`src/common/ipsc_pkg.sv`:
```
// shared constants and types for the image port stream coder
`default_nettype none
package ipsc_pkg;
	localparam logic [7:0] IDLE_BYTE = 8'h00;
	localparam logic [7:0] PRE_FF = 8'hFF;
	localparam logic [7:0] PRE_ZERO = 8'h00;
	localparam logic [7:0] FILL_BYTE = 8'hA0;
	localparam logic [5:0] DC_FIXED = 6'h0B;
	localparam logic [5:0] SEL_MSB_SET = 6'h3E;
	localparam logic [5:0] SEL_MSB_CLR = 6'h3F;
	localparam logic [5:0] ID_BYTES = 6'h02;
	localparam logic [5:0] MAX_TEXT = 6'h2A;
	localparam logic [5:0] DW_ROUND = 6'h03;
	localparam logic [8:0] LINE_FIRST = 9'h001;
	localparam logic [8:0] LINE_LAST_LOW = 9'h017;
	localparam logic [8:0] LINE_NEXT = 9'h018;
	localparam logic [1:0] PRE_LAST = 2'h2;
	localparam int BURST_W = 8;
	// timing code table, index {msb, v, h, field}
	localparam logic [15:0][7:0] VCODE = {
		8'hF1, 8'hB6, 8'hEC, 8'hAB, 8'hDA, 8'h9D, 8'hC7, 8'h80,
		8'h7F, 8'h38, 8'h62, 8'h25, 8'h54, 8'h13, 8'h49, 8'h0E};
	localparam logic [7:0] ADDR_CTRL = 8'h00;
	localparam logic [7:0] ADDR_HDR = 8'h04;
	localparam logic [7:0] ADDR_SRC = 8'h08;
	localparam logic [7:0] ADDR_MAP = 8'h0C;
	localparam logic [7:0] ADDR_POL = 8'h10;
	localparam logic [7:0] ADDR_STAT = 8'h14;
	typedef enum logic [3:0] {
		ST_IDLE = 4'b0000, ST_PRE = 4'b0001, ST_CODE = 4'b0010,
		ST_VID = 4'b0011, ST_DID = 4'b0100, ST_SOURCE_ID_BYTE = 4'b0101,
		ST_DC = 4'b0110, ST_ID1 = 4'b0111, ST_ID2 = 4'b1000,
		ST_DATA = 4'b1001, ST_CS = 4'b1010, ST_BC = 4'b1011
	} ipsc_state_enum_type;
	typedef enum logic [1:0] {
		K_VSAV = 2'b00, K_VEAV = 2'b01, K_TSAV = 2'b10, K_TEAV = 2'b11
	} ipsc_kind_type;
	typedef enum logic [2:0] {
		SRC_QUAL = 3'b000, SRC_HORIZONTAL_GATE = 3'b001, SRC_VREF = 3'b010,
		SRC_FIELD = 3'b011, SRC_SLICED = 3'b100, SRC_HOLD = 3'b101
	} ipsc_src_type;
	typedef struct packed {
		logic gate_en;
		logic page_b;
		logic page_a;
		logic trig;
		logic code_off;
	} ipsc_ctrl_type;
	typedef struct packed {
		ipsc_ctrl_type ctrl;
		logic [5:0] hdr_sel;
		logic [5:0] src_id;
		logic [14:0] map;
		logic [4:0] pol;
	} ipsc_cfg_type;
	localparam ipsc_cfg_type CFG_RESET = '{ctrl: 5'h00, hdr_sel: 6'h3E,
		src_id: 6'h00, map: 15'h3888, pol: 5'h00};
	typedef struct packed {
		logic [7:0] data;
		logic first;
		logic last;
		logic field_identifier;
		logic vblank;
		logic last_active;
		logic task_b;
	} ipsc_vid_type;
	typedef struct packed {
		logic [8:0] line;
		logic [3:0] dtype;
		logic [5:0] count;
		logic field_identifier;
		logic vblank;
	} ipsc_txt_type;
	typedef struct packed {
		ipsc_cfg_type cfg;
		ipsc_state_enum_type state;
		ipsc_kind_type kind;
		logic anc;
		logic [1:0] idx;
		logic [5:0] pos;
		logic [5:0] total;
		logic [5:0] nbytes;
		ipsc_txt_type txt;
		logic vf;
		logic vv;
		logic vmsb;
		logic [7:0] cs;
		logic [7:0] dout;
		logic qual;
		logic hgate;
		logic vgate;
		logic sliced;
		logic gs1;
		logic gs2;
		logic [BURST_W-1:0] burst;
		logic [31:0] rdata;
		logic [4:0] pins;
	} ipsc_reg_type;
endpackage
`default_nettype wire

```
`src/logic/ipsc_coder.sv`:
```
// image port byte stream coder with timing codes and sliced text packets
// Function
// gates frame valid data while references active; optional rising-edge trigger pulses.
// a data qualifier accompanies the stream; invalid cycles carry 00h.
// timing codes and their preambles can be switched off entirely.
// external hold gate pauses output; bursts then run a guaranteed length.
// events map onto five output pins, each polarity programmable, default high.
// before first pixel of active line emit 0E/49, or 80/C7 with MSB.
// after last pixel of non-final active line emit 13/54 or 9D/DA.
// before first pixel of blanking line emit 25/62 or AB/EC.
// after final active or blanking line emit 38/7F or B6/F1.
// no-data cycles carry 00 with qualifier low; receiver ignores them.
// every timing code byte follows preamble FFh, 00h, 00h.
// video MSB is inverted task page bit; select 3Eh sets, 3Fh clears.
// source id byte: six programmable bits, even parity, inverted parity.
// timing-code framing fixes double word count byte at 4Bh.
// ancillary count is quarter of two id bytes plus text bytes.
// id bytes carry odd parity, field, line number and data type.
// timing-code framing pads unused data bytes with A0h.
// checksum sums header byte through last data byte.
// valid byte count: six count bits, bit 6 zero, odd parity.
// bit 6 even parity of bits 5..0, bit 7 inverse or odd parity.
// identifier carries field and two-bit line region code.
// sliced timing code: field, blanking flag, line-end flag, protection bits.
// select below 3Eh gives ancillary header; 3Eh and 3Fh timing codes.
// sliced flag rises with first header byte, falls at video start code.
// protection bits follow the usual Hamming scheme of timing codes.
//
// Local design decisions: the placing of the registers and strobed register access.
`timescale 1ns/1ps
`default_nettype none
module ipsc_coder import ipsc_pkg::*; #(
	parameter logic [BURST_W-1:0] BURST_LEN = 8'h10
) (
	input wire logic ref_clk,
	input wire logic resetn,
	input wire logic [7:0] reg_addr,
	input wire logic [31:0] reg_wdata,
	input wire logic reg_wr,
	input wire logic reg_rd,
	output logic [31:0] reg_rdata,
	input wire logic vid_valid,
	input wire ipsc_vid_type vid_in,
	output logic vid_ready,
	input wire logic txt_req,
	input wire ipsc_txt_type txt_info,
	output logic txt_ack,
	input wire logic txt_valid,
	input wire logic [7:0] txt_data,
	output logic txt_ready,
	input wire logic output_hold_gate_input,
	output logic [7:0] port_data,
	output logic output_data_qualifier_pin,
	output logic horizontal_reference_pin,
	output logic vertical_reference_pin,
	output logic general_output_pin_a,
	output logic general_output_pin_b
);
	ipsc_reg_type st_reg;
	ipsc_reg_type st_next;
	logic adv;
	logic [5:0] text_lim;
	logic [7:0] code_byte;
	logic [7:0] out_byte;
	logic emit;
	logic [5:0] src_vec;
	logic hsrc;
	logic vsrc;

	// header byte with even parity and its inverse
	function automatic logic [7:0] pbyte(input logic [5:0] x);
		pbyte = {~(^x), ^x, x};
	endfunction

	// odd parity over seven bits
	function automatic logic oddp(input logic [6:0] x);
		oddp = ~(^x);
	endfunction

	// hamming protection of field, blanking, line-end flags
	function automatic logic [3:0] prot(input logic f, input logic v,
		input logic h);
		prot = {v ^ h, f ^ h, f ^ v, f ^ v ^ h};
	endfunction

	// line region from line number
	function automatic logic [1:0] region(input logic [8:0] ln);
		if (ln < LINE_FIRST) begin
			region = 2'h0;
		end else if (ln <= LINE_LAST_LOW) begin
			region = 2'h1;
		end else if (ln == LINE_NEXT) begin
			region = 2'h2;
		end else begin
			region = 2'h3;
		end
	endfunction

	// double words for id bytes plus text bytes, rounded up
	function automatic logic [5:0] dwords(input logic [5:0] n);
		dwords = 6'((ID_BYTES + n + DW_ROUND) >> 2);
	endfunction

	// hold gate, with a burst running out once started
	assign adv = !st_reg.cfg.ctrl.gate_en || st_reg.gs2 ||
		(st_reg.burst != '0);
	assign text_lim = ID_BYTES + st_reg.nbytes;
	assign vid_ready = (st_reg.state == ST_VID) && adv;
	assign txt_ack = (st_reg.state == ST_IDLE) && txt_req && !vid_valid &&
		adv;
	assign txt_ready = (st_reg.state == ST_DATA) && adv &&
		(st_reg.pos < text_lim);

	// R7: R8: R9: R12: R22: timing code byte selection
	always_comb begin
		if (!st_reg.kind[1]) begin
			code_byte = VCODE[{st_reg.vmsb, st_reg.vv, st_reg.kind[0],
				st_reg.vf}];
		end else begin
			code_byte = {st_reg.cfg.hdr_sel == SEL_MSB_SET, st_reg.txt.field_identifier,
				st_reg.txt.vblank, st_reg.kind[0],
				prot(st_reg.txt.field_identifier, st_reg.txt.vblank, st_reg.kind[0])};
		end
	end

	always_comb begin
		st_next = st_reg;
		out_byte = IDLE_BYTE;
		emit = 1'b0;
		st_next.rdata = '0;
		st_next.gs1 = output_hold_gate_input;
		st_next.gs2 = st_reg.gs1;
		if (st_reg.cfg.ctrl.gate_en) begin
			if (st_reg.burst != '0) begin
				st_next.burst = st_reg.burst - 1'b1;
			end else if (st_reg.gs2) begin
				st_next.burst = BURST_LEN - 1'b1;
			end
		end else begin
			st_next.burst = '0;
		end
		// register port
		if (reg_wr) begin
			if (reg_addr == ADDR_CTRL) begin
				st_next.cfg.ctrl = reg_wdata[$bits(ipsc_ctrl_type)-1:0];
			end else if (reg_addr == ADDR_HDR) begin
				st_next.cfg.hdr_sel = reg_wdata[5:0];
			end else if (reg_addr == ADDR_SRC) begin
				st_next.cfg.src_id = reg_wdata[5:0];
			end else if (reg_addr == ADDR_MAP) begin
				st_next.cfg.map = reg_wdata[14:0];
			end else if (reg_addr == ADDR_POL) begin
				st_next.cfg.pol = reg_wdata[4:0];
			end
		end
		if (reg_rd) begin
			if (reg_addr == ADDR_CTRL) begin
				st_next.rdata = 32'(st_reg.cfg.ctrl);
			end else if (reg_addr == ADDR_HDR) begin
				st_next.rdata = 32'(st_reg.cfg.hdr_sel);
			end else if (reg_addr == ADDR_SRC) begin
				st_next.rdata = 32'(st_reg.cfg.src_id);
			end else if (reg_addr == ADDR_MAP) begin
				st_next.rdata = 32'(st_reg.cfg.map);
			end else if (reg_addr == ADDR_POL) begin
				st_next.rdata = 32'(st_reg.cfg.pol);
			end else if (reg_addr == ADDR_STAT) begin
				st_next.rdata = 32'({st_reg.gs2, st_reg.vf, st_reg.sliced,
					st_reg.state});
			end
		end
		// stream sequencer, moves only when the hold gate allows
		if (adv) begin
			case (st_reg.state)
				ST_IDLE: begin
					// gate closes once the line is over
					st_next.hgate = 1'b0;
					if (vid_valid) begin
						st_next.vf = vid_in.field_identifier;
						st_next.vv = vid_in.vblank;
						// video msb from inverted page bit
						st_next.vmsb = vid_in.task_b ? !st_reg.cfg.ctrl.page_b :
							!st_reg.cfg.ctrl.page_a;
						st_next.kind = K_VSAV;
						st_next.anc = 1'b0;
						st_next.idx = '0;
						// skip codes when switched off
						if (vid_in.first && !st_reg.cfg.ctrl.code_off) begin
							st_next.state = ST_PRE;
						end else begin
							st_next.state = ST_VID;
							st_next.hgate = 1'b1;
							st_next.vgate = !vid_in.vblank;
							st_next.sliced = 1'b0;
						end
					end else if (txt_req) begin
						st_next.txt = txt_info;
						st_next.nbytes = (txt_info.count > MAX_TEXT) ? MAX_TEXT :
							txt_info.count;
						// header kind from select value
						st_next.anc = st_reg.cfg.hdr_sel < SEL_MSB_SET;
						st_next.kind = K_TSAV;
						st_next.idx = '0;
						st_next.cs = '0;
						if (!st_reg.cfg.ctrl.code_off) begin
							st_next.state = ST_PRE;
						end else if (st_reg.cfg.hdr_sel < SEL_MSB_SET) begin
							st_next.state = ST_DID;
						end else begin
							st_next.state = ST_SOURCE_ID_BYTE;
						end
					end
				end
				ST_PRE: begin
					// preamble ahead of each code byte
					emit = 1'b1;
					st_next.hgate = 1'b0;
					if (st_reg.anc) begin
						out_byte = (st_reg.idx == '0) ? PRE_ZERO : PRE_FF;
					end else begin
						out_byte = (st_reg.idx == '0) ? PRE_FF : PRE_ZERO;
					end
					// sliced flag rises with first header byte
					if (st_reg.kind == K_TSAV) begin
						st_next.sliced = 1'b1;
					end
					st_next.idx = st_reg.idx + 1'b1;
					if (st_reg.idx == PRE_LAST) begin
						st_next.idx = '0;
						st_next.state = st_reg.anc ? ST_DID : ST_CODE;
					end
				end
				ST_CODE: begin
					emit = 1'b1;
					out_byte = code_byte;
					case (st_reg.kind)
						K_VSAV: begin
							st_next.state = ST_VID;
							// gates open with the line
							st_next.hgate = 1'b1;
							st_next.vgate = !st_reg.vv;
							// video start code ends the sliced period
							st_next.sliced = 1'b0;
						end
						K_TSAV: begin
							// sum starts at the start code
							st_next.cs = code_byte;
							st_next.state = ST_SOURCE_ID_BYTE;
						end
						default: begin
							st_next.state = ST_IDLE;
						end
					endcase
				end
				ST_VID: begin
					if (vid_valid) begin
						emit = 1'b1;
						out_byte = vid_in.data;
						if (vid_in.last) begin
							st_next.vv = vid_in.vblank || vid_in.last_active;
							st_next.vf = vid_in.field_identifier;
							st_next.kind = K_VEAV;
							st_next.state = st_reg.cfg.ctrl.code_off ? ST_IDLE :
								ST_PRE;
						end
					end
				end
				ST_DID: begin
					// identifier with field and line region for select 0, else from select bits 4..0 with bit 5 zero
					emit = 1'b1;
					if (st_reg.cfg.hdr_sel == '0) begin
						out_byte = pbyte({3'h2, st_reg.txt.field_identifier,
							region(st_reg.txt.line)});
					end else if (st_reg.cfg.hdr_sel[5]) begin
						out_byte = pbyte({1'b0, st_reg.cfg.hdr_sel[4:0]});
					end else begin
						out_byte = pbyte(st_reg.cfg.hdr_sel);
					end
					st_next.sliced = 1'b1;
					st_next.cs = out_byte;
					st_next.state = ST_SOURCE_ID_BYTE;
				end
				ST_SOURCE_ID_BYTE: begin
					// programmable source id with parity pair
					emit = 1'b1;
					out_byte = pbyte(st_reg.cfg.src_id);
					st_next.sliced = 1'b1;
					st_next.cs = st_reg.cs + out_byte;
					st_next.state = ST_DC;
				end
				ST_DC: begin
					emit = 1'b1;
					// R15: fixed or computed double word count
					if (st_reg.anc) begin
						out_byte = pbyte(dwords(st_reg.nbytes));
						st_next.total = 6'(dwords(st_reg.nbytes) << 2);
					end else begin
						out_byte = pbyte(DC_FIXED);
						st_next.total = 6'(DC_FIXED << 2);
					end
					st_next.cs = st_reg.cs + out_byte;
					st_next.pos = '0;
					st_next.state = ST_ID1;
				end
				ST_ID1: begin
					// odd parity, field, line bits 8..3
					emit = 1'b1;
					out_byte = {oddp({st_reg.txt.field_identifier, st_reg.txt.line[8:3]}),
						st_reg.txt.field_identifier, st_reg.txt.line[8:3]};
					st_next.cs = st_reg.cs + out_byte;
					st_next.pos = st_reg.pos + 1'b1;
					st_next.state = ST_ID2;
				end
				ST_ID2: begin
					// odd parity, line bits 2..0, data type
					emit = 1'b1;
					out_byte = {oddp({st_reg.txt.line[2:0], st_reg.txt.dtype}),
						st_reg.txt.line[2:0], st_reg.txt.dtype};
					st_next.cs = st_reg.cs + out_byte;
					st_next.pos = st_reg.pos + 1'b1;
					st_next.state = ST_DATA;
				end
				ST_DATA: begin
					// fill past the text bytes
					if (st_reg.pos >= text_lim) begin
						emit = 1'b1;
						out_byte = FILL_BYTE;
					end else if (txt_valid) begin
						emit = 1'b1;
						out_byte = txt_data;
					end
					if (emit) begin
						// accumulate through last data byte
						st_next.cs = st_reg.cs + out_byte;
						st_next.pos = st_reg.pos + 1'b1;
						if (st_reg.pos == st_reg.total - 1'b1) begin
							st_next.state = ST_CS;
						end
					end
				end
				ST_CS: begin
					emit = 1'b1;
					out_byte = {st_reg.cs[6], st_reg.cs[6:0]};
					st_next.state = ST_BC;
				end
				ST_BC: begin
					// valid count with odd parity
					emit = 1'b1;
					out_byte = {oddp({1'b0, text_lim}), 1'b0, text_lim};
					st_next.kind = K_TEAV;
					st_next.state = (st_reg.anc || st_reg.cfg.ctrl.code_off) ?
						ST_IDLE : ST_PRE;
				end
				default: begin
					st_next.state = ST_IDLE;
				end
			endcase
		end
		// R10: invalid cycles carry 00 with qualifier low
		st_next.dout = emit ? out_byte : IDLE_BYTE;
		st_next.qual = emit;
		// gate levels or single trigger pulses on rising edges
		if (st_reg.cfg.ctrl.trig) begin
			hsrc = st_next.hgate && !st_reg.hgate;
			vsrc = st_next.vgate && st_next.hgate && !st_reg.hgate;
		end else begin
			hsrc = st_next.hgate;
			vsrc = st_next.vgate && st_next.hgate;
		end
		src_vec = {!adv, st_next.sliced, st_next.vf, vsrc, hsrc,
			st_next.qual};
		// pin mapping and polarity
		for (int i = 0; i < 5; i++) begin
			st_next.pins[i] = st_reg.cfg.pol[i] ^
				((st_reg.cfg.map[3*i +: 3] <= SRC_HOLD) ?
				src_vec[st_reg.cfg.map[3*i +: 3]] : 1'b0);
		end
	end

	always_ff @(posedge ref_clk) begin
		if (!resetn) begin
			st_reg <= '0;
			st_reg.cfg <= CFG_RESET;
		end else begin
			st_reg <= st_next;
		end
	end

	assign reg_rdata = st_reg.rdata;
	assign port_data = st_reg.dout;
	assign output_data_qualifier_pin = st_reg.pins[0];
	assign horizontal_reference_pin = st_reg.pins[1];
	assign vertical_reference_pin = st_reg.pins[2];
	assign general_output_pin_a = st_reg.pins[3];
	assign general_output_pin_b = st_reg.pins[4];

	idle_zero_a: assert property (@(posedge ref_clk) disable iff (!resetn)
		!st_reg.qual |-> st_reg.dout == 8'h00)
		else $error("invalid cycle not 00");
	hold_stall_a: assert property (@(posedge ref_clk) disable iff (!resetn)
		!adv |=> !st_reg.qual && $stable(st_reg.state))
		else $error("output moved while held");
	trig_pulse_a: assert property (@(posedge ref_clk) disable iff (!resetn)
		st_reg.cfg.ctrl.trig && $stable(st_reg.cfg) && st_reg.pins[1] &&
		!st_reg.cfg.pol[1] && st_reg.cfg.map[5:3] == 3'h1 |=> !st_reg.pins[1])
		else $error("trigger pulse longer than one cycle");
	pre_ff_a: assert property (@(posedge ref_clk) disable iff (!resetn)
		st_reg.state == ST_PRE && !st_reg.anc && st_reg.idx == 2'h0 && adv
		|=> st_reg.dout == 8'hFF ##1 st_reg.state == ST_PRE)
		else $error("preamble does not open with FF");
	sav_code_a: assert property (@(posedge ref_clk) disable iff (!resetn)
		st_reg.state == ST_CODE && st_reg.kind == K_VSAV && adv && st_reg.vmsb
		&& !st_reg.vv && !st_reg.vf |=> st_reg.dout == 8'h80 && st_reg.qual)
		else $error("wrong start code");
	dc_fixed_a: assert property (@(posedge ref_clk) disable iff (!resetn)
		st_reg.state == ST_DC && !st_reg.anc && adv |=> st_reg.dout == 8'h4B)
		else $error("fixed count byte not 4B");
	src_parity_a: assert property (@(posedge ref_clk) disable iff (!resetn)
		st_reg.state == ST_SOURCE_ID_BYTE && adv |=> st_reg.dout[7] != st_reg.dout[6] &&
		st_reg.dout[6] == ^st_reg.dout[5:0])
		else $error("source id parity wrong");
	fill_byte_a: assert property (@(posedge ref_clk) disable iff (!resetn)
		st_reg.state == ST_DATA && adv && st_reg.pos >= text_lim
		|=> st_reg.dout == 8'hA0)
		else $error("fill byte not A0");
	count_par_a: assert property (@(posedge ref_clk) disable iff (!resetn)
		st_reg.state == ST_BC && adv |=> ^st_reg.dout && !st_reg.dout[6])
		else $error("valid count byte malformed");
	sliced_clr_a: assert property (@(posedge ref_clk) disable iff (!resetn)
		st_reg.state == ST_CODE && st_reg.kind == K_VSAV && adv
		|=> !st_reg.sliced)
		else $error("sliced flag kept past start code");
endmodule
`default_nettype wire

```
`config.mk`:
```
export PLATFORM = sky130hd
export DESIGN_NAME = ipsc_coder
export DESIGN_NICKNAME = d
export VERILOG_FILES = /design/src/common/ipsc_pkg.sv /design/src/logic/ipsc_coder.sv
export SDC_FILE = /design/constraint.sdc
export NUM_CORES = 1
export LEC_CHECK = 0
export BUFFER_PORTS_ARGS = -buffer_cell sky130_fd_sc_hd__buf_2
export CELL_PAD_IN_SITES_DETAIL_PLACEMENT = 1
export CELL_PAD_IN_SITES_GLOBAL_PLACEMENT = 2
export CORE_ASPECT_RATIO = 1.5
export CORE_MARGIN = 2
export CORE_UTILIZATION = 30
export DETAILED_ROUTE_END_ITERATION = 8
export GPL_ROUTABILITY_DRIVEN = 0
export PLACE_DENSITY = 0.77
export SKIP_CTS_REPAIR_TIMING = 1
export SYNTH_ARGS = -nofsm -noshare
export SYNTH_HDL_FRONTEND = slang
export SYNTH_SLANG_ARGS = --single-unit
```
`constraint.sdc`:
```
create_clock -name ref_clk -period 4.7 [get_ports ref_clk]
set_input_delay 0 -clock ref_clk [delete_from_list [all_inputs] [get_ports ref_clk]]
set_output_delay 0 -clock ref_clk [all_outputs]
set_load 0.05 [all_outputs]
```
# ---- Word-level counts from Yosys, hierarchy flattened
# Memory sizes are Yosys's and may differ from the RTL's.
# Index checks and enable logic that the tools add are counted.
dict set report word_totals {
  register_bits 148
  romBits 128
  inputBits 91
  wordCells 284
  memories 1
}
# name words word_bits rd rd_clocked_by_memory_dff wr line
set memory_table {}
lappend memory_table {{(no name shown)} 16 8 1 0 0 ipsc_coder.sv:117} ;# code_byte = VCODE[{st_reg.vmsb, st_reg.vv, st_reg.kind[0],
dict set report op_classes {
  add_sub_neg 11
  n_lt_le_gt_ge 17
  n_eq_ne 31
  n_mux 96
  bitwise_logic 24
  reduce_logical 68
}
# cell n
set ops {}
lappend ops {{$mux W8} 21}
lappend ops {{$pmux W8 S11} 1}
lappend ops {{$pmux W8 S8} 1}
lappend ops {{$pmux W4 S12} 1}
lappend ops {{$mux W6} 7}
lappend ops {{$add A8 B8 Y8} 5}
lappend ops {{$reduce_xor A6 Y1} 5}
lappend ops {{$mux W1} 25}
lappend ops {{$reduce_xor A7 Y1} 3}
lappend ops {{$lt A3 B4 Y1 const B} 5}
lappend ops {{$mux W2} 9}
lappend ops {{$mux W3} 6}
lappend ops {{$mux W9} 2}
lappend ops {{$pmux W6 S3} 1}
lappend ops {{$reduce_and A3 Y1} 6}
lappend ops {{$eq A4 B3 Y1 const B} 4}
lappend ops {{$eq A4 B4 Y1 const B} 4}
lappend ops {{$eq A8 B4 Y1 const B} 2}
lappend ops {{$eq A8 B5 Y1 const B} 2}
lappend ops {{$mux W4} 4}
lappend ops {{$reduce_bool A8 Y1} 2}
lappend ops {{$bmux W1 S3} 5}
lappend ops {{$le A3 B3 Y1 const B} 5}
lappend ops {{$mux W15} 1}
lappend ops {{other kinds (53)} 120}

# ---- Depth between registers and ports, before layout
dict set report logic_depth {
  word_depth 16
  ltp_mapped 20
}

# ---- Worst setup path before layout
# No wires, ideal clock.
dict set report synth_path {
  path_kind {register to register}
  from {register st_reg[92] (netlist bit)}
  to {register st_reg[65] (netlist bit)}
  arrival_time_ns 4.686
  required_time_ns 4.578
  path_slack_ns -0.107
  path_stages_with_launch 20
  path_buffers 1
  synth_period_minus_slack_ns 4.807
  path_cell_list {dfxtp_1 inv_1 ha_1 ha_1 and3b_1 o21ai_2 a311o_2 and4_1 buf_4 a221oi_1 nand2_1 ha_1 fa_1 a21o_1 a21oi_1 nor2_1 a311oi_1 nor3_1 mux2_4 o311a_1}
}
dict set report synth_between {
  elab_chain_cells 8
  elab_cells_between_ends 19
  classes_between {add/sub (4); order compare (1); eq/ne (1); mux (11); reduce/logical (2)}
}
# item line
set synth_rtl {}
lappend synth_rtl {{start, declared} ipsc_coder.sv:59} ;# ipsc_reg_type st_reg;
lappend synth_rtl {{start signal, assigned} ipsc_coder.sv:385} ;# st_reg <= st_next;
lappend synth_rtl {{$add A2 B6 Y6 (*)} {ipsc_coder.sv:101, ipsc_coder.sv:107}}
lappend synth_rtl {{$add A6 B2 Y6 / $ge A6 B6 Y1 (equally long branches)} {ipsc_coder.sv:101, ipsc_coder.sv:325}}
lappend synth_rtl {{$reduce_xor A6 Y1 / $mux W8 (equally long branches)} {ipsc_coder.sv:72, ipsc_coder.sv:325}}
lappend synth_rtl {{$mux W8 (on tied branches)} {ipsc_coder.sv:294, ipsc_coder.sv:174}}
lappend synth_rtl {{$mux W8 (on tied branches)} {ipsc_coder.sv:174, ipsc_coder.sv:173}}
lappend synth_rtl {{$mux W8 / $add A8 B8 Y8 (equally long branches)} {ipsc_coder.sv:173, ipsc_coder.sv:334}}
lappend synth_rtl {{$add A8 B8 Y8 / $mux W8 (equally long branches)} {ipsc_coder.sv:301, ipsc_coder.sv:332}}
lappend synth_rtl {{$pmux W8 S8} ipsc_coder.sv:174} ;# case (st_reg.state)
# Mark *: on every way between the ends. The rest lies on a longest branch, timed or not. The select of a mux whose other input is x is not followed.
# A chain may end at the register's enable or synchronous reset.

# ---- Final worst setup path
# Ends and elaborated chain as after synthesis.

==> impl_metrics.yaml <==
timing:
  finalHoldViolCount: 3
  setup_tns_ps: 0
  max_clock_freq_ghz: 0.222
  slew_headroom_pct: 42.8
  hold_slack_ps: -40.5
  finalMaxSlewViolations: 0
  fin_crit_sh_pct: 95.8
  fin_crit_ps: 4500
  clock_skew_ps: 9.36
  setup_viol: 0
  worst_slack_ps: 197
  max_slew.worst_pin.slew_ps: 851
power_and_ir_drop:
  power.leakage_nw: 4.23
  power_w: 0.00426
  p_int_w: 0.00269
  p_per_area_nw_per_um2: 429
  vdd_drop_max_mv: 0.273
  switching_share_pct: 36.8
  netSwitchingPower_w: 0.00157
  p_seq_share_pct: 31.0
  clkPwrFrac_pct: 33.4
  combPwrFrac_pct: 35.6
critical_path:
  r2r_start: "st_reg[92]$_SDFFE_PN0P_"
  critical_path.endpoint_type: "register"
  critical_path_class: "register to register"
  ff2ff_setup_slack_ps: 200
  start_kind: "register"
  required_ps: 5020
  slowest_delay_ps: 450
  critPathSlowestCell: "a311o_2"
  r2r-end: "st_reg[65]$_SDFFE_PN0P_"
  crit_chain: "inv_1, ha_4, ha_4, and3b_2, o21ai_2, a311o_2, and4_2, buf_4, a222oi_1, buf_4, mux2i_1, ha_1, inv_1, o2111a_1, a311oi_2, buf_4, xor2_1, nand3_1, nand3_1, o311a_1"
  cpMostUsedCell: "buf_4"
  worst-path-buf-inv: 5
  path_delay_family: "compound AO/OA/AOI/OAI gates"
  worst-endpoint-arrival_ps: 4820
  cp_max_fo: 5
  worstRegToRegCells: 20
synth:
  synth_edf_count: 0
  synthCells: 1036
  ys_warn_count: 0
  synth_top_flop_cell: "dfxtp_1"
  synth_cell_types: 79
  synth-xor-area-share_pct: 6.65
  yosysSeqAreaShare_pct: 31.5
  synthArstFlopShare_pct: 0
  synth-compound-area-share_pct: 20.6
  synth.avg_cell_area_um2: 7.85
  synth.area.mux_share_pct: 4.99
  synthesis.area_um2: 8130
  synth-seq-cells: 128
  synth_top_family_by_area: "simple AND/OR/NAND/NOR gates"
  synthSimpleGateAreaFrac_pct: 21.9
  synthAdderAreaFrac_pct: 6.09
global_routing:
  grt_max_degree: 41
  grt_pass1_vias: 8073
  grt_pass1_wl_um: 44100
  grt_antenna_before_repair: 0
  grt_usage_pct: 19.9
  overflow: 0
placement:
  dp_slack_ps: 0.118
  port_buffers: 104
  placed_area_um2: 8820
  post-dp-hpwl_um: 21700
worst_hold_path:
  holdCritStartpoint: "txt_info[3]"
  min_to: "st_reg[92]$_SDFFE_PN0P_"
  hold_path_class: "input pin to register"
  hold_depth: 3
die:
  die_w_um: 138
  rows: 73
  fp.dieH_um: 206
  core_area_um2: 26600
  initial_core_util_pct: 30.6
  die_area_um2: 28500
  ios: 139
route:
  post-route-drc-count: 0
  drt_pass1_iterations: 5
  drt_wl_total_um: 28200
  vias: 7867
  wl_per_cell_um: 18.8
  first_iter_violations: 284
  drt-vias-per-instance: 5.24
  final_antenna_net_count: 0
cells_and_area:
  layout_commonest_cell: "nand2_1"
  syn_to_final_growth_pct: 22.0
  drive_gt1_share_pct: 16.2
  largest_register_ffs: 99
  fillers: 3219
  insertedDiodeCount: 0
  final_cell_mix: "149 x nand2_1, 128 x dfxtp_1, 104 x buf_2, 92 x a21oi_1, 84 x nor2_1"
  final_area_um2: 9920
  nNetsFinal: 1281
clock_network:
  clock_latency_ps: 430
  cts.sinks: 128
  htree_num_levels: 4
  path_clk_slew_ps: 60
  cts_tree: "yes"
  root_buffer: "clkbuf_16"
  numCtsBuffers: 17
  clockBufferDepth: 2
run_status:
  violations: "hold timing"
  outcome: "finished with violations"
flow_run:
  drv_cap: 0
worst min-delay path: cells and delay by family:
family | cells | cell delay [ps]
buffers and inverters | 1 | 90
and+or+nand+nor | 1 | 50
AOI/OAI and AO/OA | 1 | 200
through the flow:
| step | utilization (%) | std cells |
|---|---|---|
| after floorplan | - | 1052 |
| after detailed placement | 33.2 | 1429 |
| after global routing | 37.3 | 1500 |
| final | 37.3 | 1500 |
| after CTS | 35.5 | 1460 |
| after global placement | 33.2 | 1429 |
layout make-up:
class | instances | area (µm²) | share of cell area [%]
Clock buffer | 21 | 460 | 4.64
Clock inverter | 10 | 160 | 1.61
Inverter | 48 | 180 | 1.82
Multi-Input combinational cell | 789 | 5040 | 50.9
Sequential cell | 128 | 2560 | 25.8
Tap cell | 337 | 422 | 4.25
Timing Repair Buffer | 167 | 1090 | 11.0
cell families (layout without fill, tap and decap cells):
kind of cell,Yosys count,count (layout)
mux,40,40
flops,128,128
other cells,1,17
simple gates,380,380
buf+inv,135,246
compound gates,257,257
fa+ha+maj,39,39
xor+xnor,56,56
worst max-delay path by stage:
stage	from	to	depth (start not counted)
floorplan	st_reg[92]$_SDFFE_PN0P_	st_reg[65]$_SDFFE_PN0P_	19
global placement	st_reg[92]$_SDFFE_PN0P_	st_reg[65]$_SDFFE_PN0P_	20
detailed placement	st_reg[92]$_SDFFE_PN0P_	st_reg[65]$_SDFFE_PN0P_	20
CTS	st_reg[92]$_SDFFE_PN0P_	st_reg[65]$_SDFFE_PN0P_	20
global route	st_reg[92]$_SDFFE_PN0P_	st_reg[65]$_SDFFE_PN0P_	20
finish	st_reg[92]$_SDFFE_PN0P_	st_reg[65]$_SDFFE_PN0P_	20
cells in the mapped netlist (12+ instances only):
cell type / number / share of area, %
nand3_1: 20 / 1.2
a31oi_1: 13 / 1.0
a211oi_1: 14 / 1.3
nand2_1: 150 / 6.9
dfxtp_1: 128 / 32
inv_1: 45 / 2.1
buf_4: 41 / 3.8
clkbuf_1: 35 / 1.6
mux2i_1: 39 / 4.8
nor2b_1: 12 / 0.92
nor3_1: 26 / 1.6
o211ai_1: 15 / 1.4
xor2_1: 20 / 2.2
xnor2_1: 32 / 3.4
and2_1: 23 / 1.8
ha_1: 38 / 5.8
o21ai_0: 40 / 2.5
nor2_1: 84 / 3.9
nand2b_1: 12 / 0.92
a21oi_1: 93 / 5.7
power by group through the flow:
stage | clock network [W] | registers (W) | logic [W]
after CTS | 0.00145 | 0.00132 | 0.00149
final | 0.00142 | 0.00132 | 0.00152
after global placement | 0 | 0.00134 | 0.00146
after global routing | 0.00150 | 0.00134 | 0.00168
after detailed placement | 0 | 0.00134 | 0.00148
after floorplan | 0 | 0.00132 | 0.00107
layer usage:
metal  global-route usage [%]  part of all wire (%)
met1                     21.6                    41
met2                     37.3                    52
met3                     3.23                   3.3
met4                     9.88                   4.0
met5                        0                     0
(Power assumes the default switching activity.)
